$ cat config.mk
export PLATFORM = sky130hd
export DESIGN_NAME = pmcg_top
export DESIGN_NICKNAME = d
export VERILOG_FILES = /design/src/shared/pmcg_pkg.sv /design/src/verilog/pmcg_top.sv
export SDC_FILE = /design/constraint.sdc
export NUM_CORES = 1
export LEC_CHECK = 0
export BUFFER_PORTS_ARGS = -buffer_cell sky130_fd_sc_hd__buf_2
export CORE_MARGIN = 2
export CORE_UTILIZATION = 40
export DETAILED_ROUTE_END_ITERATION = 7
export SYNTH_ARGS = -nofsm -noshare
export SYNTH_HDL_FRONTEND = slang
export SYNTH_SLANG_ARGS = --single-unit
$ cat constraint.sdc
create_clock -name sys_clk -period 2.98 [get_ports sys_clk]
set_input_delay 0.596 -clock sys_clk [delete_from_list [all_inputs] [get_ports sys_clk]]
set_output_delay 0.596 -clock sys_clk [all_outputs]
set_load 0.005 [all_outputs]
$ cat src/shared/pmcg_pkg.sv
// How it works
// - Four programmable clocks, enable/disable/status registers.
// - Programmable clocks come out of reset disabled.
// - Source select picks four clocks, resets slow.
// - Prescaler divides by powers of two, zero passes.
// - Ready flag raises interrupt when enabled, else polled.
// - Source and prescaler accepted in one write.
// - Seventeen peripheral clocks gated with status readback.
// - Enabled peripheral clock is the master clock.
// - One host-bus clock gated, equals master clock.
// - Active prescaler adds 64 new-clock cycles.
// - Master switch latency bounded by slow-clock periods.
// - PLL to PLL switch bounded; same PLL waits lock.
// - Switch to PLL includes its lock count, except from the other PLL.
// - Unlocked PLL clears ready, falls back to slow/main.
// - Master source or prescaler change drops ready.
// - Writing one enables, writing zero changes nothing.
package pmcg_pkg;

  // ==========================================================
  // Register offsets (byte addresses)
  localparam logic [7:0] OFS_SCER = 8'h00;
  localparam logic [7:0] OFS_SCDR = 8'h04;
  localparam logic [7:0] OFS_SCSR = 8'h08;
  localparam logic [7:0] OFS_PCER = 8'h10;
  localparam logic [7:0] OFS_PCDR = 8'h14;
  localparam logic [7:0] OFS_PCSR = 8'h18;
  localparam logic [7:0] OFS_MOR = 8'h20;
  localparam logic [7:0] OFS_MCFR = 8'h24;
  localparam logic [7:0] OFS_PLLA = 8'h28;
  localparam logic [7:0] OFS_PLLB = 8'h2c;
  localparam logic [7:0] OFS_MCKR = 8'h30;
  localparam logic [7:0] OFS_PCK0 = 8'h40;
  localparam logic [7:0] OFS_IER = 8'h60;
  localparam logic [7:0] OFS_IDR = 8'h64;
  localparam logic [7:0] OFS_SR = 8'h68;
  localparam logic [7:0] OFS_IMR = 8'h6c;
  localparam logic [7:0] OFS_EVT = 8'h74;
  localparam logic [7:0] OFS_ICPR = 8'h80;

  // ==========================================================
  // Field positions and reset values
  localparam int NUM_PCK = 4;
  localparam int SC_PCK_LSB = 8;
  localparam int SC_HCK0 = 16;
  localparam logic [31:0] SCSR_FIXED = 32'h0000_0003;
  localparam logic [31:0] PERIPH_MASK = 32'h0007_fffc;
  localparam logic [31:0] PLL_RESET = 32'h0000_3f00;
  localparam int PLL_CNT_LSB = 8;
  localparam int PLL_MUL_LSB = 16;
  localparam int SR_MOSC = 0;
  localparam int SR_LOCKA = 1;
  localparam int SR_LOCKB = 2;
  localparam int SR_MASTER_CLOCK_READY = 3;
  localparam int SR_PCKRDY_LSB = 8;
  localparam int SR_USED = 12;

  // ==========================================================
  // Clock sources, prescaler and master switch timing
  localparam logic [1:0] SRC_SLOW = 2'h0;
  localparam logic [1:0] SRC_MAIN = 2'h1;
  localparam logic [1:0] SRC_PLLA = 2'h2;
  localparam logic [1:0] SRC_PLLB = 2'h3;
  localparam logic [2:0] PRESCALER_SELECT_MAX = 3'h6;
  localparam logic [7:0] SW_SLOW_TO_X = 8'h05;
  localparam logic [7:0] SW_OTHER_TO_X = 8'h04;
  localparam logic [6:0] PRESCALER_SELECT_EXTRA = 7'h40;

  typedef struct packed {
    logic [2:0] prescaler_select;
    logic [1:0] clock_source_select;
  } pmcg_cfg_t;

  typedef enum logic [2:0] {
    MCK_READY = 3'b001,
    MCK_SLOW_WAIT = 3'b010,
    MCK_PRESCALER_SELECT_WAIT = 3'b100
  } pmcg_mck_state_t;

endpackage : pmcg_pkg

$ cat src/verilog/pmcg_top.sv
`timescale 1ns/1ps
module pmcg_top
  import pmcg_pkg::*;
(
  input wire logic sys_clk,
  input wire logic reset_n,
  input wire logic [7:0] avs_address,
  input wire logic avs_read,
  input wire logic avs_write,
  input wire logic [31:0] avs_writedata,
  output logic [31:0] avs_readdata,
  output logic avs_waitrequest,
  input wire logic slow_clock,
  input wire logic main_clock,
  input wire logic pll_a_clock,
  input wire logic pll_b_clock,
  output logic [NUM_PCK-1:0] prog_clock_output,
  output logic [31:0] periph_clk_en,
  output logic host_bus_clock_out,
  output logic [1:0] mck_src_sel,
  output logic [2:0] mck_prescaler_select,
  output logic irq
);

  // ==========================================================
  // Helpers
  function automatic logic [5:0] half_period(input logic [2:0] p);
    logic [2:0] q;
    q = (p > PRESCALER_SELECT_MAX) ? PRESCALER_SELECT_MAX : p;
    half_period = 6'(6'h01 << (q - 3'h1));
  endfunction : half_period

  function automatic logic is_pll(input logic [1:0] s);
    is_pll = s[1];
  endfunction : is_pll

  logic [3:0] src_now;
  logic [3:0] src_prev_q;
  logic [3:0] src_rise;
  logic acc;
  logic wr_acc;
  logic [NUM_PCK-1:0] pck_en_q;
  logic [NUM_PCK-1:0] pck_run_q;
  logic [NUM_PCK-1:0] pck_rdy_q;
  pmcg_cfg_t pck_cfg_q [NUM_PCK];
  pmcg_cfg_t mck_cfg_q;
  logic [31:0] mor_q;
  logic [31:0] pll_cfg_q [2];
  logic [5:0] lock_cnt_q [2];
  logic [1:0] lock_q;
  logic [31:0] imr_q;
  logic [SR_USED-1:0] evt_q;
  logic [SR_USED-1:0] sr_prev_q;
  logic [SR_USED-1:0] sr_now;
  pmcg_mck_state_t mck_state_q;
  logic [7:0] mck_cnt_q;
  logic [7:0] mck_target_q;
  logic mck_unlocked;
  logic mck_rdy;
  logic [31:0] rd_d;

  assign src_now = {pll_b_clock, pll_a_clock, main_clock, slow_clock};
  assign src_rise = src_now & ~src_prev_q;
  assign acc = (avs_read | avs_write) & ~avs_waitrequest;
  assign wr_acc = avs_write & ~avs_waitrequest;

  // Source levels are sampled once so edges are seen exactly once.
  // Tracking through reset too avoids a false edge on release when a
  // source happens to be high.
  always_ff @(posedge sys_clk)
  begin
    src_prev_q <= src_now;
  end

  // ==========================================================
  // Avalon slave: one wait cycle, then the access completes.
  // Waitrequest idles high so no access can slip in unseen.
  always_ff @(posedge sys_clk)
  begin
    if (!reset_n)
      avs_waitrequest <= 1'b1;
    else if (acc)
      avs_waitrequest <= 1'b1;
    else
      avs_waitrequest <= ~(avs_read | avs_write);
  end

  always_ff @(posedge sys_clk)
  begin
    if (!reset_n)
      avs_readdata <= 32'h0000_0000;
    else if (avs_read & avs_waitrequest)
      avs_readdata <= rd_d;
  end

  // Read mux; write-only and unmapped offsets read as zero.
  always_comb
  begin
    rd_d = 32'h0000_0000;
    case (avs_address)
      OFS_SCSR: rd_d = SCSR_FIXED
                       | (32'(host_bus_clock_out) << SC_HCK0)
                       | (32'(pck_en_q) << SC_PCK_LSB);
      OFS_PCSR: rd_d = periph_clk_en;
      OFS_MOR: rd_d = mor_q;
      OFS_MCFR: rd_d = 32'h0000_0000;
      OFS_PLLA: rd_d = pll_cfg_q[0];
      OFS_PLLB: rd_d = pll_cfg_q[1];
      OFS_MCKR: rd_d = 32'(mck_cfg_q);
      OFS_SR: rd_d = 32'(sr_now);
      OFS_IMR: rd_d = imr_q;
      OFS_EVT: rd_d = 32'(evt_q);
      default:
      begin
        if (avs_address[7:4] == OFS_PCK0[7:4] && avs_address[1:0] == 2'h0)
          rd_d = 32'(pck_cfg_q[avs_address[3:2]]);
      end
    endcase
  end

  // ==========================================================
  // System and peripheral clock gates (set/clear style).
  always_ff @(posedge sys_clk)
  begin
    if (!reset_n)
    begin
      pck_en_q <= '0;
      host_bus_clock_out <= 1'b0;
    end
    else if (wr_acc && avs_address == OFS_SCER)
    begin
      pck_en_q <= pck_en_q | avs_writedata[SC_PCK_LSB +: NUM_PCK];
      host_bus_clock_out <= host_bus_clock_out | avs_writedata[SC_HCK0];
    end
    else if (wr_acc && avs_address == OFS_SCDR)
    begin
      pck_en_q <= pck_en_q & ~avs_writedata[SC_PCK_LSB +: NUM_PCK];
      host_bus_clock_out <= host_bus_clock_out & ~avs_writedata[SC_HCK0];
    end
  end

  // Gate enables feed a latch-based gate on the master clock, so
  // the gated clock is the master clock itself, never divided.
  always_ff @(posedge sys_clk)
  begin
    if (!reset_n)
      periph_clk_en <= 32'h0000_0000;
    else if (wr_acc && avs_address == OFS_PCER)
      periph_clk_en <= periph_clk_en | (avs_writedata & PERIPH_MASK);
    else if (wr_acc && avs_address == OFS_PCDR)
      periph_clk_en <= periph_clk_en & ~avs_writedata;
  end

  // ==========================================================
  // Configuration registers.
  always_ff @(posedge sys_clk)
  begin
    if (!reset_n)
    begin
      mor_q <= 32'h0000_0000;
      mck_cfg_q <= '0;
      for (int i = 0; i < NUM_PCK; i++)
        pck_cfg_q[i] <= '{prescaler_select: 3'h0, clock_source_select: SRC_SLOW};
      for (int j = 0; j < 2; j++)
        pll_cfg_q[j] <= PLL_RESET;
    end
    else if (wr_acc)
    begin
      if (avs_address == OFS_MOR)
        mor_q <= avs_writedata;
      if (avs_address == OFS_MCKR)
        mck_cfg_q <= avs_writedata[4:0];
      if (avs_address == OFS_PLLA)
        pll_cfg_q[0] <= avs_writedata;
      if (avs_address == OFS_PLLB)
        pll_cfg_q[1] <= avs_writedata;
      // Both fields land in one write; no partial sequence needed.
      if (avs_address[7:4] == OFS_PCK0[7:4] && avs_address[1:0] == 2'h0)
        pck_cfg_q[avs_address[3:2]] <= avs_writedata[4:0];
    end
  end

  // ==========================================================
  // PLL lock timers count slow-clock edges after each write.
  always_ff @(posedge sys_clk)
  begin
    if (!reset_n)
    begin
      lock_q <= 2'h0;
      lock_cnt_q[0] <= 6'h00;
      lock_cnt_q[1] <= 6'h00;
    end
    else
    begin
      for (int j = 0; j < 2; j++)
      begin
        if (wr_acc && avs_address == (j == 0 ? OFS_PLLA : OFS_PLLB))
        begin
          lock_q[j] <= 1'b0;
          lock_cnt_q[j] <= 6'h00;
        end
        else if (!lock_q[j] && src_rise[0]
                 && pll_cfg_q[j][PLL_MUL_LSB +: 11] != 11'h000)
        begin
          if (lock_cnt_q[j] == pll_cfg_q[j][PLL_CNT_LSB +: 6])
            lock_q[j] <= 1'b1;
          else
            lock_cnt_q[j] <= lock_cnt_q[j] + 6'h01;
        end
      end
    end
  end

  // ==========================================================
  // Master clock switch timer. The switch wait counts slow-clock periods and
  // the prescaler wait new-clock edges: sub-period fractions of fast clocks are covered.
  assign mck_unlocked = is_pll(mck_cfg_q.clock_source_select) && !lock_q[mck_cfg_q.clock_source_select[0]];
  assign mck_rdy = (mck_state_q == MCK_READY) && !mck_unlocked;

  always_ff @(posedge sys_clk)
  begin
    if (!reset_n)
    begin
      mck_state_q <= MCK_READY;
      mck_cnt_q <= 8'h00;
      mck_target_q <= 8'h00;
    end
    else if (wr_acc && avs_address == OFS_MCKR
             && avs_writedata[4:0] != 5'(mck_cfg_q))
    begin
      mck_state_q <= MCK_SLOW_WAIT;
      mck_cnt_q <= 8'h00;
      // Slow-clock part of the worst case, plus the lock wait of the
      // target PLL, except on a jump from one PLL to the other.
      mck_target_q <= ((mck_cfg_q.clock_source_select == SRC_SLOW) ? SW_SLOW_TO_X
                       : SW_OTHER_TO_X)
                      + ((is_pll(avs_writedata[1:0])
                          && (!is_pll(mck_cfg_q.clock_source_select)
                              || avs_writedata[1:0] == mck_cfg_q.clock_source_select))
                         ? 8'(pll_cfg_q[avs_writedata[0]][PLL_CNT_LSB +: 6])
                         : 8'h00);
    end
    else
    begin
      case (mck_state_q)
        MCK_READY: mck_cnt_q <= 8'h00;
        MCK_SLOW_WAIT:
        begin
          if (src_rise[0])
          begin
            if (mck_cnt_q + 8'h01 >= mck_target_q)
            begin
              mck_cnt_q <= 8'h00;
              mck_state_q <= (mck_cfg_q.prescaler_select != 3'h0) ? MCK_PRESCALER_SELECT_WAIT
                             : MCK_READY;
            end
            else
              mck_cnt_q <= mck_cnt_q + 8'h01;
          end
        end
        MCK_PRESCALER_SELECT_WAIT:
        begin
          if (src_rise[mck_cfg_q.clock_source_select])
          begin
            if (mck_cnt_q + 8'h01 >= 8'(PRESCALER_SELECT_EXTRA))
              mck_state_q <= MCK_READY;
            else
              mck_cnt_q <= mck_cnt_q + 8'h01;
          end
        end
        default: mck_state_q <= MCK_READY;
      endcase
    end
  end

  // Selection given to the glitch-free master mux: the new choice
  // is released once the slow-clock wait is over, before any prescaler wait.
  always_ff @(posedge sys_clk)
  begin
    if (!reset_n)
    begin
      mck_src_sel <= SRC_SLOW;
      mck_prescaler_select <= 3'h0;
    end
    else if (mck_unlocked)
      mck_src_sel <= mck_cfg_q.clock_source_select[0] ? SRC_MAIN : SRC_SLOW;
    else if (mck_state_q != MCK_SLOW_WAIT)
    begin
      mck_src_sel <= mck_cfg_q.clock_source_select;
      mck_prescaler_select <= mck_cfg_q.prescaler_select;
    end
  end

  // ==========================================================
  // Programmable clock generators.
  for (genvar g = 0; g < NUM_PCK; g++)
  begin : g_pck
    logic [5:0] cnt_q;
    logic sel;
    assign sel = src_now[pck_cfg_q[g].clock_source_select];

    // Starts low and stops only while low: no short pulses.
    always_ff @(posedge sys_clk)
    begin
      if (!reset_n)
      begin
        pck_run_q[g] <= 1'b0;
        prog_clock_output[g] <= 1'b0;
        pck_rdy_q[g] <= 1'b0;
        cnt_q <= 6'h00;
      end
      else if (!pck_en_q[g] && !prog_clock_output[g])
      begin
        pck_run_q[g] <= 1'b0;
        pck_rdy_q[g] <= 1'b0;
        cnt_q <= 6'h00;
      end
      else
      begin
        pck_run_q[g] <= 1'b1;
        if (prog_clock_output[g])
          pck_rdy_q[g] <= 1'b1;
        if (pck_cfg_q[g].prescaler_select == 3'h0)
          prog_clock_output[g] <= sel;
        else if (src_rise[pck_cfg_q[g].clock_source_select])
        begin
          if (cnt_q + 6'h01 >= half_period(pck_cfg_q[g].prescaler_select))
          begin
            cnt_q <= 6'h00;
            prog_clock_output[g] <= ~prog_clock_output[g];
          end
          else
            cnt_q <= cnt_q + 6'h01;
        end
      end
    end

    a_pck_off_low: assert property (@(posedge sys_clk) disable iff (!reset_n)
      !pck_en_q[g] && !pck_run_q[g] |=> !prog_clock_output[g])
      else $error("Disabled clock output toggled.");
    a_prescaler_select_pass: assert property (@(posedge sys_clk) disable iff (!reset_n)
      pck_en_q[g] && pck_run_q[g] && pck_cfg_q[g].prescaler_select == 3'h0
      && $stable(pck_cfg_q[g]) |=> prog_clock_output[g] == $past(sel))
      else $error("Undivided clock does not follow source.");
  end

  // ==========================================================
  // Status, events and interrupt. A rising status flag sets a
  // sticky event; the set wins over a clearing write.
  assign sr_now = {pck_rdy_q, 4'h0, mck_rdy, lock_q[1], lock_q[0], mor_q[0]};

  always_ff @(posedge sys_clk)
  begin
    if (!reset_n)
    begin
      sr_prev_q <= '0;
      evt_q <= '0;
    end
    else
    begin
      sr_prev_q <= sr_now;
      evt_q <= (evt_q & ~((wr_acc && avs_address == OFS_EVT)
                          ? avs_writedata[SR_USED-1:0] : '0))
               | (sr_now & ~sr_prev_q);
    end
  end

  always_ff @(posedge sys_clk)
  begin
    if (!reset_n)
      imr_q <= 32'h0000_0000;
    else if (wr_acc && avs_address == OFS_IER)
      imr_q <= imr_q | avs_writedata;
    else if (wr_acc && avs_address == OFS_IDR)
      imr_q <= imr_q & ~avs_writedata;
  end

  always_ff @(posedge sys_clk)
  begin
    if (!reset_n)
      irq <= 1'b0;
    else
      irq <= |(32'(evt_q) & imr_q);
  end

  // ==========================================================
  // Checks.
  a_scer_enable: assert property (@(posedge sys_clk) disable iff (!reset_n)
    wr_acc && avs_address == OFS_SCER && avs_writedata[SC_PCK_LSB]
    |=> pck_en_q[0])
    else $error("Enable write did not enable clock 0.");
  a_scdr_disable: assert property (@(posedge sys_clk) disable iff (!reset_n)
    wr_acc && avs_address == OFS_SCDR && avs_writedata[SC_PCK_LSB + 1]
    |=> !pck_en_q[1])
    else $error("Disable write did not disable clock 1.");
  a_periph_set: assert property (@(posedge sys_clk) disable iff (!reset_n)
    wr_acc && avs_address == OFS_PCER && avs_writedata[4]
    |=> periph_clk_en[4] && !periph_clk_en[0])
    else $error("Peripheral enable write mishandled.");
  a_hck_gate: assert property (@(posedge sys_clk) disable iff (!reset_n)
    wr_acc && avs_address == OFS_SCDR && avs_writedata[SC_HCK0]
    |=> !host_bus_clock_out)
    else $error("Host bus clock not disabled.");
  a_irq_level: assert property (@(posedge sys_clk) disable iff (!reset_n)
    |(32'(evt_q) & imr_q) |=> irq)
    else $error("Unmasked event without interrupt.");
  a_mck_drop: assert property (@(posedge sys_clk) disable iff (!reset_n)
    wr_acc && avs_address == OFS_MCKR && avs_writedata[4:0] != 5'(mck_cfg_q)
    |=> !mck_rdy ##1 !mck_rdy)
    else $error("Master ready did not drop on change.");
  a_mck_fallback: assert property (@(posedge sys_clk) disable iff (!reset_n)
    mck_cfg_q.clock_source_select == SRC_PLLA && !lock_q[0] |=> mck_src_sel == SRC_SLOW
    || $past(mck_cfg_q.clock_source_select) != SRC_PLLA)
    else $error("No slow-clock fallback while PLL A unlocked.");
  a_bus_answer: assert property (@(posedge sys_clk) disable iff (!reset_n)
    (avs_read || avs_write) && avs_waitrequest && !$past(acc)
    |=> !avs_waitrequest)
    else $error("Bus access not answered after one wait.");

endmodule : pmcg_top

==> out/results.txt, run 1 <==
post-CTS setup buffer count: 0
class of the worst hold path: in2reg
Leak: 6.50 nW
Synthesis Warnings: 0
x dimension of the die: 198 µm
total I/O pin count: 124
minimum clock period after layout: 2.79 ns
port bufs: 123
kind of critical path: reg2reg
global-route congestion overflow total: 0
wire length of the first global-routing pass: 72200 µm
cell types with the largest area share after synthesis: sky130_fd_sc_hd__dfxtp_1 29%, sky130_fd_sc_hd__edfxtp_1 19%, sky130_fd_sc_hd__nand2_1 5.2%, sky130_fd_sc_hd__a21oi_1 4.8%, sky130_fd_sc_hd__nor2_1 3.7%
Max-Cap Viols: 0
core area: 36800 µm²
post-synthesis cell type count: 77
number of instances resized during post-cts repair: 0
prevailing post-synth register cell: sky130_fd_sc_hd__dfxtp_1
Largest delay share family, worst path: simple AND/OR/NAND/NOR gates
Net Count, Synth: 1655
Skew-Pair Late Insertion Delay: 0.54 ns
number of design-rule violations left by the first detailed-router iteration: 1129
CP max FO: 6
worst reg2reg path startpoint: mck_cnt_q[0]
Vert. Die Dim: 198 µm
vias per std cell: 5.81
number of failing hold endpoints at the final stage: 0
ratio of final minimum period to clock period: 93.7%
Die Footprint: 39100 µm²
result of the run: complete, but fails checks
sequential area share after synthesis: 48.7%
clock skew: 0.0154 ns
netlist area before placement: 15000 µm²
Sink Count: 317
number of global-route vias before repair: 12200
FFs w/ async S/R, synth: 0%
worst endpoint required time: 3.45 ns
initial antenna violation count: 1
fraction of final layout cells sized beyond drive strength 1: 17.6%
number of enable flip-flop cells after synthesis: 96
normalized max-slew margin: 36.6%
top-area cell type share of the netlist area: 29.5%
power per unit of standard cell area: 549 nW/µm²
Final HPWL DP: 32400 µm
worst hold path startpoint: slow_clock
count of standard-cell rows: 70
length of the first detailed-routing pass in iterations: 8
violated checks: design-rule violations
top cell type by total area after synthesis: sky130_fd_sc_hd__dfxtp_1
Worst Setup Start Kind: flop
synthesized instance count: 1567
worst-path cell chain: ha_2 > nand3_1 > or3_4 > nand2_1 > ha_1 > o2111ai_1 > o21a_1 > o311a_1 > or4_1 > a21oi_1
Slew Limit Fails: 0
Critical Path Start: mck_cnt_q[0]
accumulated negative setup slack: 0 ns
maximum number of buffers from clock root to sink: 3
detail-routed net length per standard cell: 21.4 µm
buffer type at the clock tree root: sky130_fd_sc_hd__clkbuf_16
reg-to-reg setup timing slack: 0.19 ns
RSZ-0062 raised after global routing: no
number of antenna-violating nets in the routed design: 0
largest net degree at the start of global routing: 112
Util after Layout: 47.9%
number of design rule violations left after detail routing: 5
setup-violating endpoint count in the final report: 0
number of H-tree levels: 2
Mapped Avg Cell Area: 9.58 µm²
VDD IR max: 0.363 mV
layout net count: 1789
highest clock rate: 358 MHz
clock transition at the register clock pins on the worst setup and hold paths after CTS: 0.06 ns
CTS Hold Buffers Added: 0
number of vias in the routed layout: 12800
total global routing track utilization: 24.0%
filler instances: 3468
Tightest Pin Transition: 0.927 ns
Initial Util: 40.8%
final RePlAce weighted congestion: 0.905
Critical-path top delay cell: sky130_fd_sc_hd__or4_1
WP data arrival: 3.26 ns
Crit path largest cell delay: 0.51 ns
clock tree from TritonCTS: yes
detailed-route wire length: 47100 µm
growth of design area from synthesis to finish: 17.4%
Critical path buffers and inverters: 0
PnR Total Power: 9.68 mW
element type at the critical path end: flop
total CTS buffers: 36
post-synthesis register bit count: 317
## cell type report
cell class / count / area [µm²] / share of cell area [%]
Tap cell: 468 / 586 / 3.32
Antenna cell: 2 / 5.00 / 0.0284
Clock inverter: 16 / 189 / 1.07
Timing Repair Buffer: 192 / 1220 / 6.93
Inverter: 28 / 106 / 0.603
Multi-Input combinational cell: 1126 / 7220 / 40.9
Clock buffer: 50 / 993 / 5.64
Sequential cell: 317 / 7310 / 41.5
## stage by stage
| step | hold slack [ns] | instance area, µm² | std cells | setup WS [ns] |
|---|---|---|---|---|
| 2_1_floorplan | 0.396 | 15000 | 1567 | 0.161 |
| 3_3_place_gp | 0.409 | 16400 | 2131 | -0.0903 |
| 3_5_place_dp | 0.413 | 16400 | 2131 | -0.0289 |
| 4_1_cts | 0.225 | 17600 | 2197 | 0.0657 |
| 5_1_grt | 0.242 | 17600 | 2197 | 0.00473 |
| 6_report | 0.245 | 17600 | 2199 | 0.188 |
## routing by layer
| metal | routed length [µm] | global-route usage, % |
|---|---|---|
| met1 | 20100 | 32.5 |
| met2 | 21300 | 38.3 |
| met3 | 4150 | 4.68 |
| met4 | 1530 | 8.72 |
| met5 | 18 | 0 |
## where the power goes
part | switching, mW | internal (mW) | leakage, nW
logic | 0.396 | 0.216 | 3.18
registers | 0.0660 | 4.52 | 2.74
clock network | 1.86 | 2.62 | 0.577
## worst reg2reg max path: stages (launching register included)
cell and delay [ns]:
sky130_fd_sc_hd__dfxtp_2 0.38, sky130_fd_sc_hd__ha_2 0.23, sky130_fd_sc_hd__nand3_1 0.15, sky130_fd_sc_hd__or3_4 0.42, sky130_fd_sc_hd__nand2_1 0.09, sky130_fd_sc_hd__ha_1 0.14
sky130_fd_sc_hd__o2111ai_1 0.13, sky130_fd_sc_hd__o21a_1 0.20, sky130_fd_sc_hd__o311a_1 0.34, sky130_fd_sc_hd__or4_1 0.51, sky130_fd_sc_hd__a21oi_1 0.13
## cell families (layout without fill, tap and decap cells)
family / count (synthesis) / count (layout) / synth area share [%]
fa+ha+maj: 40 / 40 / 3.33
buf+inv: 124 / 286 / 3.43
xor+xnor: 53 / 53 / 3.09
simple gates: 559 / 559 / 18.1
other cells: 0 / 2 / 0
compound gates: 427 / 427 / 19.1
mux: 47 / 47 / 4.25
flops: 317 / 317 / 48.7
## Yosys cell counts, types with 15 or more instances
master                       n
sky130_fd_sc_hd__xor2_1     25
sky130_fd_sc_hd__a22o_1     24
sky130_fd_sc_hd__dfxtp_1   221
sky130_fd_sc_hd__o21ai_0    56
sky130_fd_sc_hd__mux2i_1    30
sky130_fd_sc_hd__buf_2      28
sky130_fd_sc_hd__xnor2_1    28
sky130_fd_sc_hd__a21oi_1   145
sky130_fd_sc_hd__nand3_1    30
sky130_fd_sc_hd__nand3b_1   15
sky130_fd_sc_hd__edfxtp_1   96
sky130_fd_sc_hd__and2_1     39
sky130_fd_sc_hd__nor2b_1    19
sky130_fd_sc_hd__ha_1       40
sky130_fd_sc_hd__a22oi_1    42
sky130_fd_sc_hd__clkbuf_1   63
sky130_fd_sc_hd__nor2_1    146
sky130_fd_sc_hd__nand2_1   206
sky130_fd_sc_hd__a222oi_1   23
sky130_fd_sc_hd__a31oi_1    17
sky130_fd_sc_hd__nand2b_1   26
sky130_fd_sc_hd__a311oi_1   35
sky130_fd_sc_hd__inv_1      28
## layout by cell type, fill, tap and decap left out, types with 8 or more instances in the layout
cell	synthesis	final
sky130_fd_sc_hd__a2111oi_0	9	8
sky130_fd_sc_hd__a21oi_1	145	145
sky130_fd_sc_hd__a222oi_1	23	23
sky130_fd_sc_hd__a22o_1	24	24
sky130_fd_sc_hd__a22oi_1	42	42
sky130_fd_sc_hd__a311oi_1	35	35
sky130_fd_sc_hd__a31oi_1	17	17
sky130_fd_sc_hd__and2_1	39	38
sky130_fd_sc_hd__buf_2	28	123
sky130_fd_sc_hd__buf_4	2	62
sky130_fd_sc_hd__clkbuf_1	63	10
sky130_fd_sc_hd__clkbuf_16	0	36
sky130_fd_sc_hd__clkinv_2	0	8
sky130_fd_sc_hd__dfxtp_1	221	220
sky130_fd_sc_hd__edfxtp_1	96	96
sky130_fd_sc_hd__ha_1	40	39
sky130_fd_sc_hd__inv_1	28	27
sky130_fd_sc_hd__mux2i_1	30	30
sky130_fd_sc_hd__mux4_2	13	13
sky130_fd_sc_hd__nand2_1	206	205
sky130_fd_sc_hd__nand2b_1	26	26
sky130_fd_sc_hd__nand3_1	30	30
sky130_fd_sc_hd__nand3b_1	15	15
sky130_fd_sc_hd__nor2_1	146	144
sky130_fd_sc_hd__nor2b_1	19	19
sky130_fd_sc_hd__nor3_1	12	12
sky130_fd_sc_hd__nor4_1	8	8
sky130_fd_sc_hd__o21ai_0	56	56
sky130_fd_sc_hd__o22ai_1	10	10
sky130_fd_sc_hd__o31ai_1	10	10
sky130_fd_sc_hd__or3_1	9	8
sky130_fd_sc_hd__xnor2_1	28	28
sky130_fd_sc_hd__xor2_1	25	25
## worst paths after layout
path | end | cells past startpoint
max | mck_state_q[2] | 10
min | src_prev_q[0] | 1
max reg2reg | mck_state_q[2] | 10
min reg2reg | evt_q[3] | 1
No activity file was read; power rests on OpenSTA's default activity.
==> run 2: changes to the inputs <==
CAP_MARGIN = 10   (was default)
PLACE_DENSITY_LB_ADDON = 0.12   (was default)
==> run 2 against run 1 <==
  * The flow now finishes without violations
  * Routed wire length grew 2.8%
  * Clock-buffer cell count is 2 higher
  * Clock skew rose by 0.016 ns
  * Worst hold slack improved by 0.038 ns
  * Maximum frequency is 0.46% lower
  * Global-route usage rose by 0.61 points
==> out/results.txt, run 2 (synthesized netlist as in run 1, its figures left out) <==
result of the run: completed
Final HPWL DP: 32800 µm
buffer type at the clock tree root: sky130_fd_sc_hd__clkbuf_16
most utilized layer in the global route result: met2
met1 track utilization from global routing: 33.1%
normalized max-slew margin: 48.2%
growth of design area from synthesis to finish: 17.5%
power per unit of standard cell area: 538 nW/µm²
Skew-Pair Late Insertion Delay: 0.54 ns
number of design-rule violations left by the first detailed-router iteration: 941
worst endpoint required time: 3.43 ns
Initial Util: 40.8%
post-layout instance area: 17600 µm²
non-filler cells, final: 2203
leading cell type in the layout, fill and taps excluded: sky130_fd_sc_hd__dfxtp_1
maximum number of buffers from clock root to sink: 3
cell area after placement: 16500 µm²
kind of critical path: reg2reg
fraction of final layout cells sized beyond drive strength 1: 18.0%
highest clock rate: 357 MHz
x dimension of the die: 198 µm
number of antenna-violating nets in the routed design: 0
port bufs: 123
Crit path largest cell delay: 0.50 ns
number of H-tree levels: 2
count of standard-cell rows: 70
worst hold margin: 0.283 ns
total CTS buffers: 36
total global routing track utilization: 24.6%
Slew Limit Fails: 0
accumulated negative setup slack: 0 ns
cell count of the worst hold path: 1
initial antenna violation count: 3
number of design rule violations left after detail routing: 0
total I/O pin count: 124
clock transition at the register clock pins on the worst setup and hold paths after CTS: 0.06 ns
worst-path cell chain: ha_2 > nand3_1 > or3_1 > nand2_1 > ha_1 > o2111ai_1 > o21a_1 > o311a_1 > or4_1 > a21oi_1
detail-routed net length per standard cell: 21.9 µm
number of cells traversed by the worst register-to-register path: 10
Tightest Pin Transition: 0.767 ns
Die Footprint: 39100 µm²
RSZ-0062 raised after global routing: no
CTS Hold Buffers Added: 0
core area: 36800 µm²
element type at the critical path end: flop
VDD IR max: 0.369 mV
Leak: 6.51 nW
wire length of the first global-routing pass: 73800 µm
class of the worst hold path: in2reg
Worst Setup Start Kind: flop
Max-Cap Viols: 0
detailed-route wire length: 48400 µm
length of the first detailed-routing pass in iterations: 6
final RePlAce weighted congestion: 0.883
WP data arrival: 3.26 ns
clock skew: 0.0317 ns
routing usage on met3: 4.02%
layout net count: 1792
GR Util met2: 40.7%
PnR Total Power: 9.49 mW
ratio of final minimum period to clock period: 94.1%
minimum clock period after layout: 2.80 ns
top library cells by usage in the layout, fill and taps aside: 220 x sky130_fd_sc_hd__dfxtp_1, 205 x sky130_fd_sc_hd__nand2_1, 144 x sky130_fd_sc_hd__a21oi_1
Vert. Die Dim: 198 µm
number of global-route vias before repair: 12200
Sink Count: 317
clock tree from TritonCTS: yes
setup-violating endpoint count in the final report: 0
number of placed instances, taps included: 2132
number of vias in the routed layout: 12700
CP max FO: 6
global-route congestion overflow total: 0
largest net degree at the start of global routing: 112
Critical-path top delay cell: sky130_fd_sc_hd__or4_1
number of failing hold endpoints at the final stage: 0
vias per std cell: 5.78
[run 2: cell types whose count changed in the layout (fill, tap and decap cells not counted), moves of 2 or more]
cell | before | now
sky130_fd_sc_hd__nor2_2 | 5 | 7
sky130_fd_sc_hd__clkinv_2 | 8 | 10
sky130_fd_sc_hd__nor2_1 | 144 | 142
sky130_fd_sc_hd__bufinv_16 | 3 | 0
sky130_fd_sc_hd__buf_4 | 62 | 64
[run 2: power breakdown]
part           internal, mW  switching (mW)
Clock                  2.44            1.86
Combinational         0.214           0.403
Sequential             4.52          0.0609
[run 2: metal layers]
layer	vias up	wire, µm
met2	458	22400
met5	-	31
met3	82	3410
met1	6159	21100
met4	4	1410
li1	6035	-
[run 2: repair_timing]
| action | 4_1_cts | 5_1_grt |
|---|---|---|
| endpoints found under the setup margin | 0 | 16 |
| buffers inserted | 0 | 2 |
| resized for setup | 0 | 7 |
[run 2: final cells by class]
cell class / count / area (µm²)
diodes: 3 / 7.51
well taps: 468 / 586
clock inverters: 14 / 101
fillers: 3570 / 19200
inverters: 28 / 108
clock buffers: 52 / 1030
multi-input cells: 1126 / 7230
flip-flops and latches: 317 / 7310
repair buffers: 195 / 1260
[run 2: path summary, 6_finish.rpt]
check                           slack, ns         start             end
worst min register to register       0.42  sr_prev_q[3]        evt_q[3]
worst max-delay path                 0.18  mck_cnt_q[0]  mck_state_q[2]
worst min-delay path                 0.28    slow_clock   src_prev_q[0]
worst max register to register       0.18  mck_cnt_q[0]  mck_state_q[2]
[run 2: stage by stage]
step,util [%],worst slack (ns)
after floorplan,-,0.161
after global placement,44.7,0.194
after CTS,47.8,0.0900
after detailed placement,44.7,0.0873
final,47.9,0.175
after global routing,47.9,0.0153
[run 2: worst max-delay path: cells and delay by family, from the launching register on]
family | cells | cell delay, ns
simple gates | 4 | 1.21
compound gates | 4 | 0.76
flops | 1 | 0.39
fa+ha+maj | 2 | 0.37
==> run 3: changes to the inputs <==
CELL_PAD_IN_SITES_DETAIL_PLACEMENT = 0   (was default)
CELL_PAD_IN_SITES_GLOBAL_PLACEMENT = 1   (was default)
==> run 3 against run 2 <==
  * Total power up 1.4%
  * Worst hold slack lost 0.036 ns
  * Clock power grew 3%
  * Sequential power barely moved
  * Routed wire length rose by 0.60%
  * Core utilization increased by 0.14 points
==> out/results.txt, run 3 (synthesized netlist as in run 1, its figures left out) <==
result of the run: completed
Psw: 2.31 mW
highest clock rate: 361 MHz
Critical-path top delay cell: sky130_fd_sc_hd__or4_1
Skew-Pair Late Insertion Delay: 0.55 ns
length of the first detailed-routing pass in iterations: 5
VDD IR max: 0.444 mV
setup-violating endpoint count in the final report: 0
buffer type at the clock tree root: sky130_fd_sc_hd__clkbuf_16
maximum number of buffers from clock root to sink: 3
Largest delay share family, worst path: simple AND/OR/NAND/NOR gates
clock tree from TritonCTS: yes
fraction of final layout cells sized beyond drive strength 1: 17.8%
number of global-route vias before repair: 12100
Leak: 6.53 nW
number of design rule violations left after detail routing: 0
accumulated negative setup slack: 0 ns
top library cells by usage in the layout, fill and taps aside: 220 x sky130_fd_sc_hd__dfxtp_1, 205 x sky130_fd_sc_hd__nand2_1, 145 x sky130_fd_sc_hd__a21oi_1
share of power burned in combinational logic: 6.5%
Critical R2R Capture: mck_state_q[2]
routing usage on met3: 3.95%
x dimension of the die: 198 µm
count of standard-cell rows: 70
number of cells traversed by the worst register-to-register path: 10
Max-Cap Viols: 0
Initial Util: 40.8%
minimum clock period after layout: 2.77 ns
Final HPWL DP: 33500 µm
share of total power in sequential cells: 47.6%
power per unit of standard cell area: 544 nW/µm²
count of cell instances traversed by the critical path: 10
reg-to-reg setup timing slack: 0.21 ns
Critical Path Start: mck_cnt_q[0]
initial antenna violation count: 2
number of antenna-violating nets in the routed design: 0
Die Footprint: 39100 µm²
most utilized layer in the global route result: met2
detail-routed net length per standard cell: 22.0 µm
total global routing track utilization: 24.9%
global-route congestion overflow total: 0
kind of critical path: reg2reg
met1 track utilization from global routing: 33.6%
Crit path largest cell delay: 0.50 ns
total CTS buffers: 37
CTS Hold Buffers Added: 0
element type at the critical path end: flop
number of vias in the routed layout: 12700
vias per std cell: 5.75
Sink Count: 317
DP Worst Slack: 0.154 ns
growth of design area from synthesis to finish: 17.8%
WP data arrival: 3.24 ns
ratio of final minimum period to clock period: 92.8%
total I/O pin count: 124
Worst Setup Start Kind: flop
RSZ-0062 raised after global routing: no
clock skew: 0.0173 ns
clock transition at the register clock pins on the worst setup and hold paths after CTS: 0.06 ns
number of failing hold endpoints at the final stage: 0
normalized max-slew margin: 44.4%
worst-path cell chain: ha_2 > nand3_1 > or3_1 > nand2_1 > ha_1 > o2111ai_1 > o21a_1 > o311a_1 > or4_1 > a21oi_1
class of the worst hold path: in2reg
number of H-tree levels: 2
core area: 36800 µm²
Critical path buffers and inverters: 0
detailed-route wire length: 48600 µm
part of the power in the clock network: 45.9%
post-layout worst setup margin: 0.213 ns
CP max FO: 6
worst reg2reg path startpoint: mck_cnt_q[0]
port bufs: 123
number of design-rule violations left by the first detailed-router iteration: 1042
layout net count: 1796
Vert. Die Dim: 198 µm
Slew Limit Fails: 0
largest net degree at the start of global routing: 65
final RePlAce weighted congestion: 0.878
wire length of the first global-routing pass: 73600 µm
Tightest Pin Transition: 0.823 ns
internal power consumption: 7.32 mW
switch share: 24.0%
capturing instance or port of the critical path: mck_state_q[2]
leading cell type in the layout, fill and taps excluded: sky130_fd_sc_hd__dfxtp_1
GR Util met2: 40.9%
worst endpoint required time: 3.45 ns
==> run 3: power by group through the flow <==
| stage | logic (mW) | clock network [mW] | registers [mW] |
|---|---|---|---|
| 4_1_cts | 0.621 | 4.51 | 4.58 |
| 2_1_floorplan | 0.335 | 0 | 4.66 |
| 3_5_place_dp | 0.618 | 0 | 4.67 |
| 5_1_grt | 0.675 | 4.68 | 4.59 |
| 6_report | 0.622 | 4.42 | 4.58 |
| 3_3_place_gp | 0.615 | 0 | 4.67 |
==> run 3: worst min path at each step <==
stage,startpoint,cells past startpoint,end,slack [ns]
2_1_floorplan,sr_prev_q[3],1,evt_q[3],0.40
3_3_place_gp,sr_prev_q[3],1,evt_q[3],0.41
3_5_place_dp,sr_prev_q[3],1,evt_q[3],0.42
4_1_cts,slow_clock,1,src_prev_q[0],0.22
5_1_grt,slow_clock,1,src_prev_q[0],0.24
6_report,slow_clock,1,src_prev_q[0],0.25
==> run 3: stage by stage <==
| step | total power [mW] | util [%] | cell area, µm² | hold slack [ns] | std cells |
|---|---|---|---|---|---|
| 6_report | 9.62 | 48.1 | 17700 | 0.247 | 2207 |
| 5_1_grt | 9.94 | 48.1 | 17700 | 0.238 | 2206 |
| 4_1_cts | 9.72 | 48.1 | 17700 | 0.219 | 2205 |
| 3_5_place_dp | 5.29 | 44.8 | 16500 | 0.417 | 2137 |
| 3_3_place_gp | 5.29 | 44.8 | 16500 | 0.411 | 2137 |
| 2_1_floorplan | 4.99 | - | 15000 | 0.396 | 1567 |
==> run 3: final cells by class <==
type,count,area (µm²)
multi-input combinational,1126,7210
clock buffer,59,1110
tap,468,586
antenna,2,5.00
sequential,317,7310
fill,3526,19100
timing repair buffer,198,1280
inverter,28,106
clock inverter,9,78.8
==> run 3: timing repair <==
action,4_1_cts,5_1_grt
gates resized for setup,0,2
endpoints found under the setup margin,0,8
hold endpoints to repair,0,0
setup buffers,0,0
==> run 3: per-layer routing <==
metal,up-vias,part of all wire (%),routed length [µm]
li1,6044,-,-
met1,6122,43,21100
met2,432,46,22500
met3,80,7.3,3570
met4,2,2.9,1420
met5,-,0.014,7
